**config.mk**
```make
export PLATFORM = sky130hd
export DESIGN_NAME = flash_program_erase_sequencer
export DESIGN_NICKNAME = d
export VERILOG_FILES = /design/src/verilog/fseq_pkg.sv /design/src/verilog/flash_program_erase_sequencer.sv
export SDC_FILE = /design/constraint.sdc
export NUM_CORES = 1
export LEC_CHECK = 0
export ABC_AREA = 1
export BUFFER_PORTS_ARGS = -buffer_cell sky130_fd_sc_hd__buf_2
export CORE_ASPECT_RATIO = 0.6
export CORE_MARGIN = 1
export CORE_UTILIZATION = 46
export CTS_CLUSTER_SIZE = 20
export DETAILED_ROUTE_END_ITERATION = 8
export PLACE_DENSITY = 0.78
export SLEW_MARGIN = 40
export SYNTH_ARGS = -nofsm -noshare
export SYNTH_HDL_FRONTEND = slang
export SYNTH_SLANG_ARGS = --single-unit
```
**constraint.sdc**
```tcl
create_clock -name hclk -period 1.7 [get_ports hclk]
set_input_delay 0.51 -clock hclk [delete_from_list [all_inputs] [get_ports hclk]]
set_output_delay 0.51 -clock hclk [all_outputs]
set_load 0.02 [all_outputs]
```
**src/verilog/fseq_pkg.sv**
```systemverilog
package fseq_pkg;
	localparam int CLK_HZ = 10_000_000;
	localparam int CYC_PER_US = CLK_HZ / 1_000_000;
	localparam int WINDOW_US = 100;
	localparam int WINDOW_CYC = WINDOW_US * CYC_PER_US;
	localparam int RESET_US = 25;
	localparam int RESET_CYC = RESET_US * CYC_PER_US;
	localparam int SUSP_NS = 1000;
	localparam int SUSP_CYC = (SUSP_NS * CYC_PER_US + 999) / 1000;
	localparam int CNT_W = 10;

	localparam logic [7:0] OFF_CMD = 8'h00;
	localparam logic [7:0] OFF_RADDR = 8'h04;
	localparam logic [7:0] OFF_RDATA = 8'h08;
	localparam logic [7:0] OFF_STAT = 8'h0c;
	localparam int AW = 12;
	localparam int SW = 12;
	localparam int CMD_ADDR_LSB = 8;
	localparam int CMD_SEL_LSB = 20;
	localparam int RADDR_SEL_LSB = 12;

	localparam logic [7:0] CODE_UNLOCK1 = 8'haa;
	localparam logic [7:0] CODE_UNLOCK2 = 8'h55;
	localparam logic [11:0] ADDR_UNLOCK1 = 12'h555;
	localparam logic [11:0] ADDR_UNLOCK2 = 12'haaa;
	localparam logic [7:0] CODE_BYPASS = 8'h20;
	localparam logic [7:0] CODE_PROGRAM = 8'ha0;
	localparam logic [7:0] CODE_ERASE = 8'h80;
	localparam logic [7:0] CODE_BULK = 8'h10;
	localparam logic [7:0] CODE_SECTOR = 8'h30;
	localparam logic [7:0] CODE_RESUME = 8'h30;
	localparam logic [7:0] CODE_SUSPEND = 8'hb0;
	localparam logic [7:0] CODE_BYP_EXIT1 = 8'h90;
	localparam logic [7:0] CODE_BYP_EXIT2 = 8'h00;
	localparam logic [7:0] CODE_RESET = 8'hf0;
	localparam logic [7:0] PREPROG_BYTE = 8'h00;
	localparam logic [7:0] INVALID_BYTE = 8'h00;

	localparam int POLL_BIT = 7;
	localparam int TOGGLE_BIT = 6;
	localparam int ERROR_BIT = 5;
	localparam int WINDOW_BIT = 3;

	typedef enum logic [4:0] {
		S_READ = 5'h00, S_UNLK1 = 5'h01, S_UNLK2 = 5'h02, S_PROG_ARG = 5'h03,
		S_ERS3 = 5'h04, S_ERS4 = 5'h05, S_ERS5 = 5'h06, S_BYP = 5'h07,
		S_BYP_PROG = 5'h08, S_BYP_EXIT = 5'h09, S_PROG_CHK = 5'h0a, S_PROG = 5'h0b,
		S_BULK_PRE = 5'h0c, S_BULK_ERS = 5'h0d, S_WINDOW = 5'h0e, S_SECT_ERS = 5'h0f,
		S_SUSPENDING = 5'h10, S_SUSPENDED = 5'h11, S_ERROR = 5'h12, S_RST_WAIT = 5'h13
	} state_t;

	typedef enum logic [2:0] {
		OP_NONE = 3'h0, OP_PROGRAM = 3'h1, OP_FILL = 3'h2, OP_ERASE = 3'h3,
		OP_SUSPEND = 3'h4, OP_RESUME = 3'h5, OP_ABORT = 3'h6
	} op_t;

	typedef struct packed {
		logic req;
		op_t op;
		logic [AW-1:0] waddr;
		logic [7:0] wdata;
		logic [SW-1:0] wsel;
		logic [AW-1:0] raddr;
		logic [SW-1:0] rsel;
	} arr_req_t;

	typedef struct packed {
		logic done;
		logic fail;
		logic [7:0] rdata;
	} arr_rsp_t;

	typedef struct packed {
		state_t st;
		logic bypass;
		logic erase_op;
		logic started;
		logic err;
		logic toggle;
		logic [CNT_W-1:0] cnt;
		logic [AW-1:0] tgt_addr;
		logic [7:0] tgt_data;
		logic [SW-1:0] tgt_sel;
		logic [SW-1:0] ers_sel;
		logic [AW-1:0] raddr;
		logic [SW-1:0] rsel;
		logic dph_wr;
		logic [7:0] dph_addr;
		logic [31:0] hrdata;
		arr_req_t arr;
	} seq_state_t;

	localparam seq_state_t SEQ_RESET = '0;
endpackage

```
**src/verilog/flash_program_erase_sequencer.sv**
```systemverilog
`timescale 1ns/1ps
`default_nettype none
module flash_program_erase_sequencer (
	input wire logic hclk,
	input wire logic hresetn,
	input wire logic hsel,
	input wire logic [31:0] haddr,
	input wire logic [1:0] htrans,
	input wire logic hwrite,
	input wire logic [2:0] hsize,
	input wire logic [31:0] hwdata,
	input wire logic hready,
	output var logic hreadyout,
	output var logic hresp,
	output var logic [31:0] hrdata,
	input wire logic [11:0] sector_protect,
	output var fseq_pkg::arr_req_t flash_cmd,
	input wire fseq_pkg::arr_rsp_t flash_rsp,
	output var logic ready_busy_pin
);
	fseq_pkg::seq_state_t s;
	fseq_pkg::seq_state_t n;
	logic acc;
	logic cmd_ev;
	logic [7:0] wd;
	logic [11:0] wa;
	logic [11:0] wsl;
	logic [11:0] live;
	logic unl1;
	logic unl2;
	logic prog_hit;
	logic ers_hit;
	logic show;
	logic rd_stat;
	logic [7:0] stat;
	logic [7:0] rbyte;

	function automatic logic any_hit(input logic [11:0] a, input logic [11:0] b);
		return |(a & b);
	endfunction

	// hsize is not decoded: only whole-word singles are expected
	assign acc = hsel && htrans[1] && hready;
	assign cmd_ev = s.dph_wr && (s.dph_addr == fseq_pkg::OFF_CMD);
	assign wd = hwdata[7:0];
	assign wa = hwdata[fseq_pkg::CMD_ADDR_LSB +: fseq_pkg::AW];
	assign wsl = hwdata[fseq_pkg::CMD_SEL_LSB +: fseq_pkg::SW];
	assign live = wsl & ~sector_protect;
	assign unl1 = (wd == fseq_pkg::CODE_UNLOCK1) && (wa == fseq_pkg::ADDR_UNLOCK1);
	assign unl2 = (wd == fseq_pkg::CODE_UNLOCK2) && (wa == fseq_pkg::ADDR_UNLOCK2);

	assign prog_hit = (s.raddr == s.tgt_addr) && any_hit(s.rsel, s.tgt_sel);
	assign ers_hit = any_hit(s.rsel, s.ers_sel);

	// status only answers at the monitored location while an algorithm owns it
	always_comb begin
		unique case (s.st)
			fseq_pkg::S_PROG_CHK, fseq_pkg::S_PROG: show = prog_hit;
			fseq_pkg::S_BULK_PRE, fseq_pkg::S_BULK_ERS, fseq_pkg::S_WINDOW,
			fseq_pkg::S_SECT_ERS, fseq_pkg::S_SUSPENDING: show = ers_hit;
			fseq_pkg::S_ERROR: show = s.erase_op ? ers_hit : prog_hit;
			default: show = 1'b0;
		endcase
	end

	always_comb begin
		stat = 8'h00;
		stat[fseq_pkg::POLL_BIT] = s.erase_op ? 1'b0 : ~s.tgt_data[7];
		stat[fseq_pkg::TOGGLE_BIT] = s.toggle;
		stat[fseq_pkg::ERROR_BIT] = s.err;
		stat[fseq_pkg::WINDOW_BIT] = s.erase_op && (s.st != fseq_pkg::S_WINDOW);
	end

	// suspended erase sector has no defined contents
	assign rbyte = show ? stat :
		((s.st == fseq_pkg::S_SUSPENDED) && ers_hit) ? fseq_pkg::INVALID_BYTE :
		flash_rsp.rdata;
	assign rd_stat = acc && !hwrite && (haddr[7:0] == fseq_pkg::OFF_RDATA) && show;

	always_comb begin
		unique case (s.st)
			fseq_pkg::S_PROG_CHK, fseq_pkg::S_PROG, fseq_pkg::S_BULK_PRE,
			fseq_pkg::S_BULK_ERS, fseq_pkg::S_WINDOW, fseq_pkg::S_SECT_ERS,
			fseq_pkg::S_SUSPENDING, fseq_pkg::S_ERROR,
			fseq_pkg::S_RST_WAIT: ready_busy_pin = 1'b0;
			default: ready_busy_pin = 1'b1;
		endcase
	end

	// one wait state while the target byte is checked, so reads never see its address
	assign hreadyout = (s.st != fseq_pkg::S_PROG_CHK);
	assign hresp = 1'b0;
	assign hrdata = s.hrdata;
	assign flash_cmd = s.arr;

	always_comb begin
		n = s;
		n.arr.req = 1'b0;
		n.arr.op = fseq_pkg::OP_NONE;
		n.dph_wr = acc && hwrite;
		n.dph_addr = haddr[7:0];
		if (s.dph_wr && (s.dph_addr == fseq_pkg::OFF_RADDR)) begin
			n.raddr = hwdata[fseq_pkg::AW-1:0];
			n.rsel = hwdata[fseq_pkg::RADDR_SEL_LSB +: fseq_pkg::SW];
		end
		if (acc && !hwrite) begin
			unique case (haddr[7:0])
				fseq_pkg::OFF_RADDR: n.hrdata = {8'h00, s.rsel, s.raddr};
				fseq_pkg::OFF_RDATA: begin
					n.hrdata = {24'h000000, rbyte};
					if (show) n.toggle = ~s.toggle;
				end
				fseq_pkg::OFF_STAT: n.hrdata = {24'h000000, ready_busy_pin, s.err, s.bypass, s.st};
				default: n.hrdata = 32'h00000000;
			endcase
		end
		unique case (s.st)
			fseq_pkg::S_READ: begin
				if (cmd_ev && unl1) n.st = fseq_pkg::S_UNLK1;
			end
			fseq_pkg::S_UNLK1: begin
				if (cmd_ev) n.st = unl2 ? fseq_pkg::S_UNLK2 : fseq_pkg::S_READ;
			end
			fseq_pkg::S_UNLK2: begin
				if (cmd_ev) begin
					n.st = fseq_pkg::S_READ;
					if (wa == fseq_pkg::ADDR_UNLOCK1) begin
						if (wd == fseq_pkg::CODE_PROGRAM) begin
							n.st = fseq_pkg::S_PROG_ARG;
						end else if (wd == fseq_pkg::CODE_BYPASS) begin
							n.st = fseq_pkg::S_BYP;
							n.bypass = 1'b1;
						end else if (wd == fseq_pkg::CODE_ERASE) begin
							n.st = fseq_pkg::S_ERS3;
						end
					end
				end
			end
			fseq_pkg::S_ERS3: begin
				if (cmd_ev) n.st = unl1 ? fseq_pkg::S_ERS4 : fseq_pkg::S_READ;
			end
			fseq_pkg::S_ERS4: begin
				if (cmd_ev) n.st = unl2 ? fseq_pkg::S_ERS5 : fseq_pkg::S_READ;
			end
			fseq_pkg::S_ERS5: begin
				if (cmd_ev) begin
					n.st = fseq_pkg::S_READ;
					n.erase_op = 1'b1;
					n.err = 1'b0;
					if ((wd == fseq_pkg::CODE_BULK) && (wa == fseq_pkg::ADDR_UNLOCK1)) begin
						// zeros first so every cell erases from the same level
						n.st = fseq_pkg::S_BULK_PRE;
						n.ers_sel = 12'hfff;
						n.arr.req = 1'b1;
						n.arr.op = fseq_pkg::OP_FILL;
						n.arr.wdata = fseq_pkg::PREPROG_BYTE;
						n.arr.wsel = ~sector_protect;
					end else if ((wd == fseq_pkg::CODE_SECTOR) && (|live)) begin
						n.st = fseq_pkg::S_WINDOW;
						n.ers_sel = live;
						n.cnt = '0;
						n.started = 1'b0;
					end
				end
			end
			fseq_pkg::S_PROG_ARG, fseq_pkg::S_BYP_PROG: begin
				if (cmd_ev) begin
					n.st = s.bypass ? fseq_pkg::S_BYP : fseq_pkg::S_READ;
					if (!any_hit(wsl, sector_protect)) begin
						n.st = fseq_pkg::S_PROG_CHK;
						n.tgt_addr = wa;
						n.tgt_data = wd;
						n.tgt_sel = wsl;
						n.erase_op = 1'b0;
						n.err = 1'b0;
					end
				end
			end
			fseq_pkg::S_PROG_CHK: begin
				if (|(s.tgt_data & ~flash_rsp.rdata)) begin
					n.st = fseq_pkg::S_ERROR;
					n.err = 1'b1;
				end else begin
					n.st = fseq_pkg::S_PROG;
					n.arr.req = 1'b1;
					n.arr.op = fseq_pkg::OP_PROGRAM;
					n.arr.waddr = s.tgt_addr;
					n.arr.wdata = s.tgt_data;
					n.arr.wsel = s.tgt_sel;
				end
			end
			fseq_pkg::S_PROG: begin
				if (flash_rsp.fail) begin
					n.st = fseq_pkg::S_ERROR;
					n.err = 1'b1;
				end else if (flash_rsp.done) begin
					n.st = s.bypass ? fseq_pkg::S_BYP : fseq_pkg::S_READ;
				end
			end
			fseq_pkg::S_BYP: begin
				if (cmd_ev && (wd == fseq_pkg::CODE_PROGRAM)) n.st = fseq_pkg::S_BYP_PROG;
				else if (cmd_ev && (wd == fseq_pkg::CODE_BYP_EXIT1)) n.st = fseq_pkg::S_BYP_EXIT;
			end
			fseq_pkg::S_BYP_EXIT: begin
				if (cmd_ev) begin
					n.st = fseq_pkg::S_BYP;
					if (wd == fseq_pkg::CODE_BYP_EXIT2) begin
						n.st = fseq_pkg::S_READ;
						n.bypass = 1'b0;
					end
				end
			end
			fseq_pkg::S_BULK_PRE: begin
				if (flash_rsp.fail) begin
					n.st = fseq_pkg::S_ERROR;
					n.err = 1'b1;
				end else if (flash_rsp.done) begin
					n.st = fseq_pkg::S_BULK_ERS;
					n.arr.req = 1'b1;
					n.arr.op = fseq_pkg::OP_ERASE;
					n.arr.wsel = ~sector_protect;
				end
			end
			fseq_pkg::S_BULK_ERS: begin
				// command writes are not looked at here at all; RADDR writes still take effect
				if (flash_rsp.fail) begin
					n.st = fseq_pkg::S_ERROR;
					n.err = 1'b1;
				end else if (flash_rsp.done) begin
					n.st = fseq_pkg::S_READ;
				end
			end
			fseq_pkg::S_WINDOW: begin
				n.cnt = s.cnt + 1'b1;
				if (cmd_ev) begin
					if ((wd == fseq_pkg::CODE_SECTOR) && (|wsl)) begin
						n.ers_sel = s.ers_sel | live;
						n.cnt = '0;
					end else if ((wd == fseq_pkg::CODE_SUSPEND) && (|wsl)) begin
						n.st = fseq_pkg::S_SUSPENDING;
						n.cnt = '0;
					end else begin
						n.st = fseq_pkg::S_READ;
					end
				end else if (s.cnt == fseq_pkg::CNT_W'(fseq_pkg::WINDOW_CYC - 1)) begin
					n.st = fseq_pkg::S_SECT_ERS;
					n.started = 1'b1;
					n.arr.req = 1'b1;
					n.arr.op = fseq_pkg::OP_ERASE;
					n.arr.wsel = s.ers_sel;
				end
			end
			fseq_pkg::S_SECT_ERS: begin
				if (flash_rsp.fail) begin
					n.st = fseq_pkg::S_ERROR;
					n.err = 1'b1;
				end else if (flash_rsp.done) begin
					n.st = fseq_pkg::S_READ;
				end else if (cmd_ev && (wd == fseq_pkg::CODE_RESET)) begin
					n.st = fseq_pkg::S_RST_WAIT;
					n.cnt = '0;
					n.arr.req = 1'b1;
					n.arr.op = fseq_pkg::OP_ABORT;
				end else if (cmd_ev && (wd == fseq_pkg::CODE_SUSPEND) && (|wsl)) begin
					n.st = fseq_pkg::S_SUSPENDING;
					n.cnt = '0;
					n.arr.req = 1'b1;
					n.arr.op = fseq_pkg::OP_SUSPEND;
				end
			end
			fseq_pkg::S_SUSPENDING: begin
				n.cnt = s.cnt + 1'b1;
				if (flash_rsp.done) n.st = fseq_pkg::S_READ;
				else if (s.cnt == fseq_pkg::CNT_W'(fseq_pkg::SUSP_CYC - 1)) n.st = fseq_pkg::S_SUSPENDED;
			end
			fseq_pkg::S_SUSPENDED: begin
				if (cmd_ev && (wd == fseq_pkg::CODE_RESUME) && (|wsl)) begin
					n.st = fseq_pkg::S_SECT_ERS;
					n.started = 1'b1;
					n.arr.req = 1'b1;
					n.arr.op = s.started ? fseq_pkg::OP_RESUME : fseq_pkg::OP_ERASE;
					n.arr.wsel = s.ers_sel;
				end else if (cmd_ev && (wd == fseq_pkg::CODE_RESET)) begin
					// abort reaches the array only if the erase had started; the array keeps no state for it
					n.st = fseq_pkg::S_READ;
					n.arr.req = s.started;
					n.arr.op = s.started ? fseq_pkg::OP_ABORT : fseq_pkg::OP_NONE;
				end
			end
			fseq_pkg::S_ERROR: begin
				if (cmd_ev && (wd == fseq_pkg::CODE_RESET)) begin
					n.st = fseq_pkg::S_RST_WAIT;
					n.cnt = '0;
				end
			end
			fseq_pkg::S_RST_WAIT: begin
				n.cnt = s.cnt + 1'b1;
				if (s.cnt == fseq_pkg::CNT_W'(fseq_pkg::RESET_CYC - 1)) begin
					n.st = fseq_pkg::S_READ;
					n.err = 1'b0;
				end
			end
			default: n.st = fseq_pkg::S_READ;
		endcase
		n.arr.raddr = (n.st == fseq_pkg::S_PROG_CHK) ? n.tgt_addr : n.raddr;
		n.arr.rsel = (n.st == fseq_pkg::S_PROG_CHK) ? n.tgt_sel : n.rsel;
	end

	always_ff @(posedge hclk or negedge hresetn) begin
		if (!hresetn) s <= fseq_pkg::SEQ_RESET;
		else s <= n;
	end
endmodule
`default_nettype wire

```
# Word level (Yosys, flattened, before mapping)
# Memory sizes are Yosys's and may differ from the RTL's.
# Index checks and enable logic that the tools add are counted.
# word_totals
mem_bits_rw	0
out_inout_bits	95
latchBits	0
n_memories	1
inputBits	96
ff_bits	189
romBits	32
# mem_list
memory	words	width	read_ports	rd_ports_with_merged_regs	wr	line	text
(name not given)	32	1	1	0	0	flash_program_erase_sequencer.sv:81	unique case (s.st)
# classes
n_reduce_logical	57
order_cmp	0
div_mod_pow	0
shift	0
add_sub_neg	1
n_mux	116
eq_ne	70
bitwise	12
n_mul	0
# op_table
operator	n
2-to-1 mux 5 bit	32
2-to-1 mux 12 bit	12
2-to-1 mux 10 bit	11
2-to-1 mux 32 bit	3
case mux 5 bit (19 select lines)	1
case mux 24 bit (3 select lines)	1
2-to-1 mux 4 bit	15
case mux 12 bit (5 select lines)	1
OR reduction 12 bit	5
case mux 10 bit (5 select lines)	1
bitwise AND 12 bit	4
== test 8 bit, second input constant	6
!= test 2 bit, second input constant	24
== test 5 x 4 -> 1 bit, second input constant	9
2-to-1 mux 20 bit	2
2-to-1 mux 36 bit	1
2-to-1 mux 24 bit	1
case mux 12 bit (2 select lines)	1
case mux 4 bit (6 select lines)	1
logical AND 1 bit	23
2-to-1 mux 3 bit	7
AND reduction 7 bit	3
== test 5 x 3 -> 1 bit, second input constant	4
== test 5 bit, second input constant	4
other kinds (46)	84

# Longest topological paths before layout
# Gate-level depths: netlist (run 1).
# logic_depth
word_depth	11
depth_mapped	15
ltp_nobuf	14

# Worst setup path after synthesis (run 1)
# OpenSTA, ideal clock, no wires.
# synth_timing
path_kind	input -> register
startpoint	input port hwdata[28]
endpoint	register s (netlist bit flash_cmd[27])
path_slack_ps	-131
cell_stages	11
path_buffers	2
arrival_ps	1715
setup_ps	117
cell_sequence	nor4_2 -> nand2_2 -> nand3_4 -> nand2_2 -> inv_2 -> nor2_4 -> and2_4 -> buf_6 -> buf_8 -> nand2_2 -> o21ai_2
# synth_between
elab_chain_cells	4
# synth_rtl
element	line	text
start, declared	flash_program_erase_sequencer.sv:11	input wire logic [31:0] hwdata,
OR reduction 12 bit	flash_program_erase_sequencer.sv:277	if (cmd_ev && (wd == fseq_pkg::CODE_RESUME) && (|wsl)) begin
logical AND 1 bit	flash_program_erase_sequencer.sv:277	
!= test 2 x 1 -> 1 bit (no source line)	--	
AND reduction 9 bit (no source line)	--	
end signal, assigned	flash_program_erase_sequencer.sv:310	if (!hresetn) s <= fseq_pkg::SEQ_RESET;
end signal, assigned	flash_program_erase_sequencer.sv:311	else s <= n;
end, declared	flash_program_erase_sequencer.sv:21	fseq_pkg::seq_state_t s;
# Every way passes these cells.
# A chain may end at the register's enable or synchronous reset.

==> results.json, run 1 <==
{
  "finalPower_uw": 10500,
  "end_kind": "flip-flop",
  "clkSinkCount": 181,
  "coreArea_um2": 22400,
  "drt_iter0_drc": 1544,
  "dp_cells": 2079,
  "cts-root-buf": "clkbuf_16",
  "setup_viol": 124,
  "vias": 12400,
  "synth_top_area_share_pct": 42.4,
  "p_leak_uw": 0.00884,
  "drcViolationCount": 0,
  "p_sw_share_pct": 29.9,
  "die-area_um2": 23900,
  "dr.pass1.iters": 6,
  "h-tree-depth": 4,
  "critPathArrivalTime_ps": 2550,
  "grt_first_pass_wirelength_mm": 65.3,
  "n_antenna_cell": 0,
  "p_clk_share_pct": 40.2,
  "die_w_um": 199,
  "r2r_slack_ps": -500,
  "clk_pin_slew_ps": 80,
  "yosysWarnings": 0,
  "stdcell_count": 2206,
  "synth_edf_count": 0,
  "netlist_top_cells_area": "dfrtp_1, nand2_1, buf_4, inv_1, nand3_1",
  "power.internal_uw": 7370,
  "hold_class": "primary input to flip-flop",
  "final.setup.worst_slack_ps": -497,
  "critPathLaunchType": "flip-flop",
  "syn_avg_cell_area_um2": 7.33,
  "critPathMaxFanout": 3,
  "fin_skew_ps": 16.8,
  "min_period_over_period_pct": 129,
  "rsz0062_at_grt": "yes",
  "status": "complete, but fails checks",
  "switchingPower_uw": 3140,
  "tns_ps": -35120,
  "rows": 42,
  "cts.path.max_buffers": 2,
  "synth-main-ff-cell": "dfrtp_1",
  "start_util_pct": 47.7,
  "hold_viol": 0,
  "antenna_found_initial": 0,
  "seqPwrFrac_pct": 44.5,
  "ys_seq_area_share_pct": 42.4,
  "drv_cap": 0,
  "grt_use_total_pct": 36.3,
  "numCtsBuffers": 17,
  "syn_inst": 1459,
  "slew_violations": 0,
  "grt_overflow_total": 0,
  "pwr-share-comb_pct": 15.3,
  "fin_crit_ps": 2200,
  "fmax_mhz": 455,
  "wire_per_inst_um": 20.2,
  "synth_top_cell_by_area": "dfrtp_1",
  "clk_latency_ps": 460,
  "async_flop_share_pct": 100,
  "grt_pass1_vias": 11800,
  "die_h_um": 120,
  "drt-total-wl_mm": 44.7,
  "area_growth_pct": 54.2,
  "ff2ff_path_depth": 12,
  "synth-seq-cells": 181,
  "violations": "negative setup slack",
  "criticalPathCategory": "flip-flop to flip-flop",
  "reg2reg_from": "s[93]",
  "gp_congestion": 1.02,
  "drive_above_1_share_pct": 44.7,
  "synthesis.area_um2": 10700,
  "ir_drop_uv": 849,
  "nets": 1983,
  "yosysUniqueCellTypes": 51,
  "reg2reg_to": "s[184]",
  "cp_data_required_time_ps": 2050,
  "endpoint": "s[184]",
  "ant_nets": 0,
  "cts_tree": "yes",
  "pin_count": 191,
  "dp.final_hpwl_mm": 28.4,
  "grt_max_degree": 49,
  "vias_per_cell": 5.61,
  "hold_slack_ps": 178,
  "portBuffers": 153,
  "crit_start": "s[93]",
  "power_density_nw_per_um2": 637
}
-- area by class of cell --
cell class / instances / area [µm²]
multi-input cells: 964 / 5770
inverters: 192 / 777
clock inverters: 14 / 178
fillers: 1555 / 5900
well taps: 308 / 385
flip-flops and latches: 181 / 4530
clock buffers: 18 / 429
repair buffers: 529 / 4410
-- metrics by stage --
| step | area [µm²] | util [%] | worst slack (ps) |
|---|---|---|---|
| after floorplan | 10800 | - | -85.3 |
| after global placement | 13300 | 59.4 | -494 |
| after detailed placement | 13300 | 59.4 | -543 |
| after CTS | 15900 | 70.9 | -409 |
| after global routing | 16500 | 73.6 | -503 |
| final | 16500 | 73.6 | -497 |
-- how the worst min path moves through the flow --
| stage | from | endpoint | cells after the start |
|---|---|---|---|
| after floorplan | hresetn | flash_cmd[0] | 0 |
| after global placement | hresetn | hrdata[18] | 1 |
| after detailed placement | hresetn | hrdata[18] | 1 |
| after CTS | haddr[5] | s[97] | 1 |
| after global routing | haddr[5] | s[97] | 1 |
| final | haddr[3] | s[95] | 1 |
-- cells in the final DEF (no fill, tap or decap), types with 7 or more instances in the layout --
| cell type | instances |
|---|---|
| nand3_4 | 9 |
| nor2_4 | 11 |
| o21ai_0 | 46 |
| o21ai_2 | 47 |
| dfrtp_1 | 177 |
| buf_2 | 150 |
| inv_6 | 9 |
| inv_1 | 166 |
| o21ai_1 | 47 |
| nor2_2 | 17 |
| nand3_2 | 20 |
| a21oi_1 | 19 |
| inv_2 | 14 |
| conb_1 | 9 |
| nor2_1 | 80 |
| buf_6 | 51 |
| buf_4 | 275 |
| o22ai_1 | 10 |
| buf_8 | 14 |
| nor3_1 | 16 |
| clkbuf_16 | 19 |
| nand2_4 | 56 |
| buf_12 | 32 |
| nand3_1 | 71 |
| nand2_2 | 63 |
| xor2_1 | 7 |
| nand2_1 | 339 |
| nand4_1 | 25 |
| a22oi_1 | 9 |
-- synth_stat cells, types with 2 or more instances --
cell and n:
nand2_1 444, dfrtp_1 181, inv_1 171, nor2_1 101, buf_4 97, nand3_1 94, o21ai_0 90, o21ai_1 41
a21oi_1 25, nand4_1 25, nor3_1 21, clkbuf_1 17, inv_2 17, nand2_2 17, o21ai_2 14, buf_2 11
o22ai_1 11, a22oi_1 10, xor2_1 7, o21a_1 6, buf_6 5, nand3b_1 5, nor2_2 4, nand2_4 3
nand3_2 3, nor2_4 3, o221ai_1 3, xnor2_1 3, clkinv_1 2, ha_1 2, inv_4 2, nor3_4 2
nor3b_1 2, nor4_1 2, or2_2 2
-- registers in the layout (all words and copies together), names as in the netlist --
signal     flops
s             97
flash_cmd     60
hrdata        24
-- power by group through the flow --
stage,clock network [µW],registers (µW),logic (µW)
6_report,4230,4670,1610
5_1_grt,4430,4690,1760
4_1_cts,4220,4650,1490
3_5_place_dp,0,4720,1440
3_3_place_gp,0,4720,1400
2_1_floorplan,0,4700,780
-- per-layer routing --
metal  routed length, µm  global-route usage, %
met3                5890                   10.3
met1               17800                   50.9
met2               18800                   53.1
met5                   0                      0
met4                2170                   13.6
-- critical path: stages (launching register included) --
cell	delay, ps
dfrtp_1	410
nor3_4	220
nand4_4	160
buf_6	170
buf_4	140
buf_6	120
buf_6	110
nand3_1	100
nand2_1	80
a21oi_1	170
nand3_1	140
nor2_2	200
nand2_1	70
-- kinds of logic after synthesis --
logic type	Yosys count	share of synthesized area, %
flops	181	42.4
buf+inv	324	15.4
xor+xnor	10	0.820
compound gates	205	10.9
other cells	1	0.0351
fa+ha+maj	2	0.234
simple gates	736	30.2
-- repair_timing --
action / 4_1_cts / 5_1_grt
gates resized for setup: 283 / 179
hold buffers: 1 / 0
buffers inserted: 72 / 21
endpoints found under the setup margin: 130 / 135
pin swaps: 62 / 68
cloned: 14 / 3
endpoints found under the hold margin: 28 / 0
Power figures use the tool's default switching activity.
==> inputs of run 2 (changes only) <==
--- a/config.mk
+++ b/config.mk
@@ -7,12 +7,14 @@
 export LEC_CHECK = 0
 export ABC_AREA = 1
 export BUFFER_PORTS_ARGS = -buffer_cell sky130_fd_sc_hd__buf_2
+export CELL_PAD_IN_SITES_DETAIL_PLACEMENT = 1
+export CELL_PAD_IN_SITES_GLOBAL_PLACEMENT = 2
 export CORE_ASPECT_RATIO = 0.6
 export CORE_MARGIN = 1
-export CORE_UTILIZATION = 46
+export CORE_UTILIZATION = 29
 export CTS_CLUSTER_SIZE = 20
 export DETAILED_ROUTE_END_ITERATION = 8
-export PLACE_DENSITY = 0.78
+export PLACE_DENSITY = 0.85
 export SLEW_MARGIN = 40
 export SYNTH_ARGS = -nofsm -noshare
 export SYNTH_HDL_FRONTEND = slang
==> constraint.sdc (replaced) <==
create_clock -name hclk -period 1.7 [get_ports hclk]
set_input_delay 0.51 -clock hclk [delete_from_list [all_inputs] [get_ports hclk]]
set_output_delay 0.51 -clock hclk [all_outputs]
set_load 0.1 [all_outputs]
==> run 2 against run 1 <==
Compared with the run above: the flow still finishes with violations (negative setup slack); sequential power down 0.9%; hold slack got worse by 16 ps; die area increased by 58%; power increased by 3.6%; routed wire length up 12%; combinational power is 34% higher; via count down 5.0%; fmax increased by 1.4%; clock power is 3% lower; design area up 5.7%; clock skew down 3.2 ps; first-iteration DRC count shrank 47%; critical path type is now flip-flop to primary output.
==> results.json, run 2 (same netlist as run 1, synthesis figures left out) <==
{
  "final.setup.worst_slack_ps": -466,
  "ir_drop_uv": 775,
  "final_common_cell": "buf_4",
  "endpoint": "ready_busy_pin",
  "wire_per_inst_um": 20.9,
  "worst_pin_slew_ps": 575,
  "clk_latency_ps": 470,
  "p_leak_uw": 0.00901,
  "h-tree-depth": 4,
  "finalPower_uw": 10900,
  "drive_above_1_share_pct": 48.3,
  "fin_crit_ps": 2170,
  "met1_length_mm": 22.6,
  "path_buf_inv": 3,
  "min_period_over_period_pct": 127,
  "coreArea_um2": 36300,
  "top_layer_used": "met4",
  "portBuffers": 153,
  "area_growth_pct": 63.0,
  "crit_start": "s[187]",
  "slowest_stage": "dfrtp_2",
  "cp_data_required_time_ps": 1190,
  "drt_iter0_drc": 823,
  "grt_overflow_total": 0,
  "grt_use_total_pct": 24.8,
  "end_kind": "primary output",
  "dp.final_hpwl_mm": 34.7,
  "drt-total-wl_mm": 49.9,
  "final_util_pct": 48.0,
  "clk_pin_slew_ps": 70,
  "place_ws_ps": -542,
  "antenna_found_initial": 1,
  "crit_family": "flip-flops",
  "critPathArrivalTime_ps": 1660,
  "cts.path.max_buffers": 2,
  "grt_first_pass_wirelength_mm": 70.2,
  "grt_pass1_vias": 12100,
  "die_h_um": 151,
  "largest_reg_flops": 97,
  "status": "complete, but fails checks",
  "vias_per_cell": 4.94,
  "power_density_nw_per_um2": 625,
  "critPathLaunchType": "flip-flop",
  "slew_headroom_pct": 61.2,
  "drv_cap": 0,
  "cp_num_cells": 4,
  "wl_met3_mm": 2.87,
  "n_antenna_cell": 0,
  "ff2ff_path_depth": 13,
  "r2r_slack_ps": -380,
  "layout_common_cells": "buf_4, nand2_1, dfrtp_1",
  "cts-root-buf": "clkbuf_16",
  "top_register": "s",
  "nets": 1991,
  "slew_violations": 0,
  "fill_cells": 4273,
  "cp_cell_sequence": "buf_6 > buf_6 > a31oi_4 > buf_12",
  "rsz0062_at_grt": "yes",
  "fin_skew_ps": 13.6,
  "die_w_um": 250,
  "grt_max_degree": 49,
  "vias": 11800,
  "pin_count": 191,
  "drcViolationCount": 0,
  "cpPeakStageDelay_ps": 470,
  "reg2reg_from": "s[187]",
  "setup_viol": 133,
  "ant_nets": 0,
  "dr.pass1.iters": 7,
  "seqCellArea_um2": 4540,
  "hold_class": "primary input to flip-flop",
  "critPathMostFrequentCell": "buf_6",
  "hold_viol": 0,
  "start_util_pct": 29.5,
  "rows": 54,
  "reg2reg_to": "s[185]",
  "fmax_mhz": 462,
  "gp_congestion": 0.943,
  "wl_met2_mm": 23.7,
  "violations": "negative setup slack",
  "clkSinkCount": 181,
  "critPathMaxFanout": 3,
  "numCtsBuffers": 17,
  "die-area_um2": 37700,
  "cts_tree": "yes",
  "criticalPathCategory": "flip-flop to primary output",
  "multi_input_area_um2": 6010
}
==> run 2: per-layer routing <==
| layer | up-vias | track usage [%] |
|---|---|---|
| li1 | 5428 | - |
| met1 | 5974 | 34.1 |
| met2 | 314 | 39.5 |
| met3 | 51 | 6.21 |
| met4 | 0 | 4.85 |
| met5 | - | 0 |
==> run 2: where the power goes <==
part	leakage [µW]	internal [µW]	total (µW)	switching, µW
clock	0.000275	2180	4120	1940
sequential	0.00205	4480	4630	142
combinational	0.00668	782	2150	1360
==> run 2: worst min path at each step <==
stage,startpoint,endpoint,cells after the start
after global routing,haddr[4],s[96],1
after global placement,hresetn,s[105],1
after CTS,haddr[4],s[96],1
after detailed placement,hresetn,s[105],1
final,haddr[4],s[96],1
after floorplan,hresetn,flash_cmd[0],0
==> run 2: per-stage QoR <==
stage / cells / cell area, µm² / setup TNS, ps / hold WS, ps
5_1_grt: 2382 / 17400 / -43680 / 149
3_3_place_gp: 2269 / 14000 / -47840 / 452
6_report: 2382 / 17400 / -37860 / 162
4_1_cts: 2351 / 15900 / -29760 / 140
2_1_floorplan: 1467 / 10800 / -2280 / 214
3_5_place_dp: 2269 / 14000 / -54930 / 449
==> run 2: repair_timing <==
item                                    CTS  global route
endpoints found under the setup margin  208           151
pin swaps                                35           105
endpoints found under the hold margin    27             0
gates cloned                             11             5
buffers inserted                         40            28
hold buffers                              1             0
resized for setup                       229           369
==> run 2: final cells by class <==
cell class	count	share of cell area (%)
multi-input cells	964	34.5
repair buffers	536	28.0
flip-flops and latches	181	26.0
inverters	192	4.63
well taps	476	3.42
clock buffers	18	2.46
clock inverters	14	0.869
repair inverters	1	0.0503
==> run 2: worst reg2reg max path, cell delays in order (launching register included) <==
cell and delay [ps]:
dfrtp_2 470, buf_6 150, buf_6 110, buf_4 120, buf_6 110, nor2_4 100
nand2_4 120, buf_6 150, buf_6 120, nor3_4 200, nor2_1 90, nand3_2 110
nand2_2 70, nand2_2 100
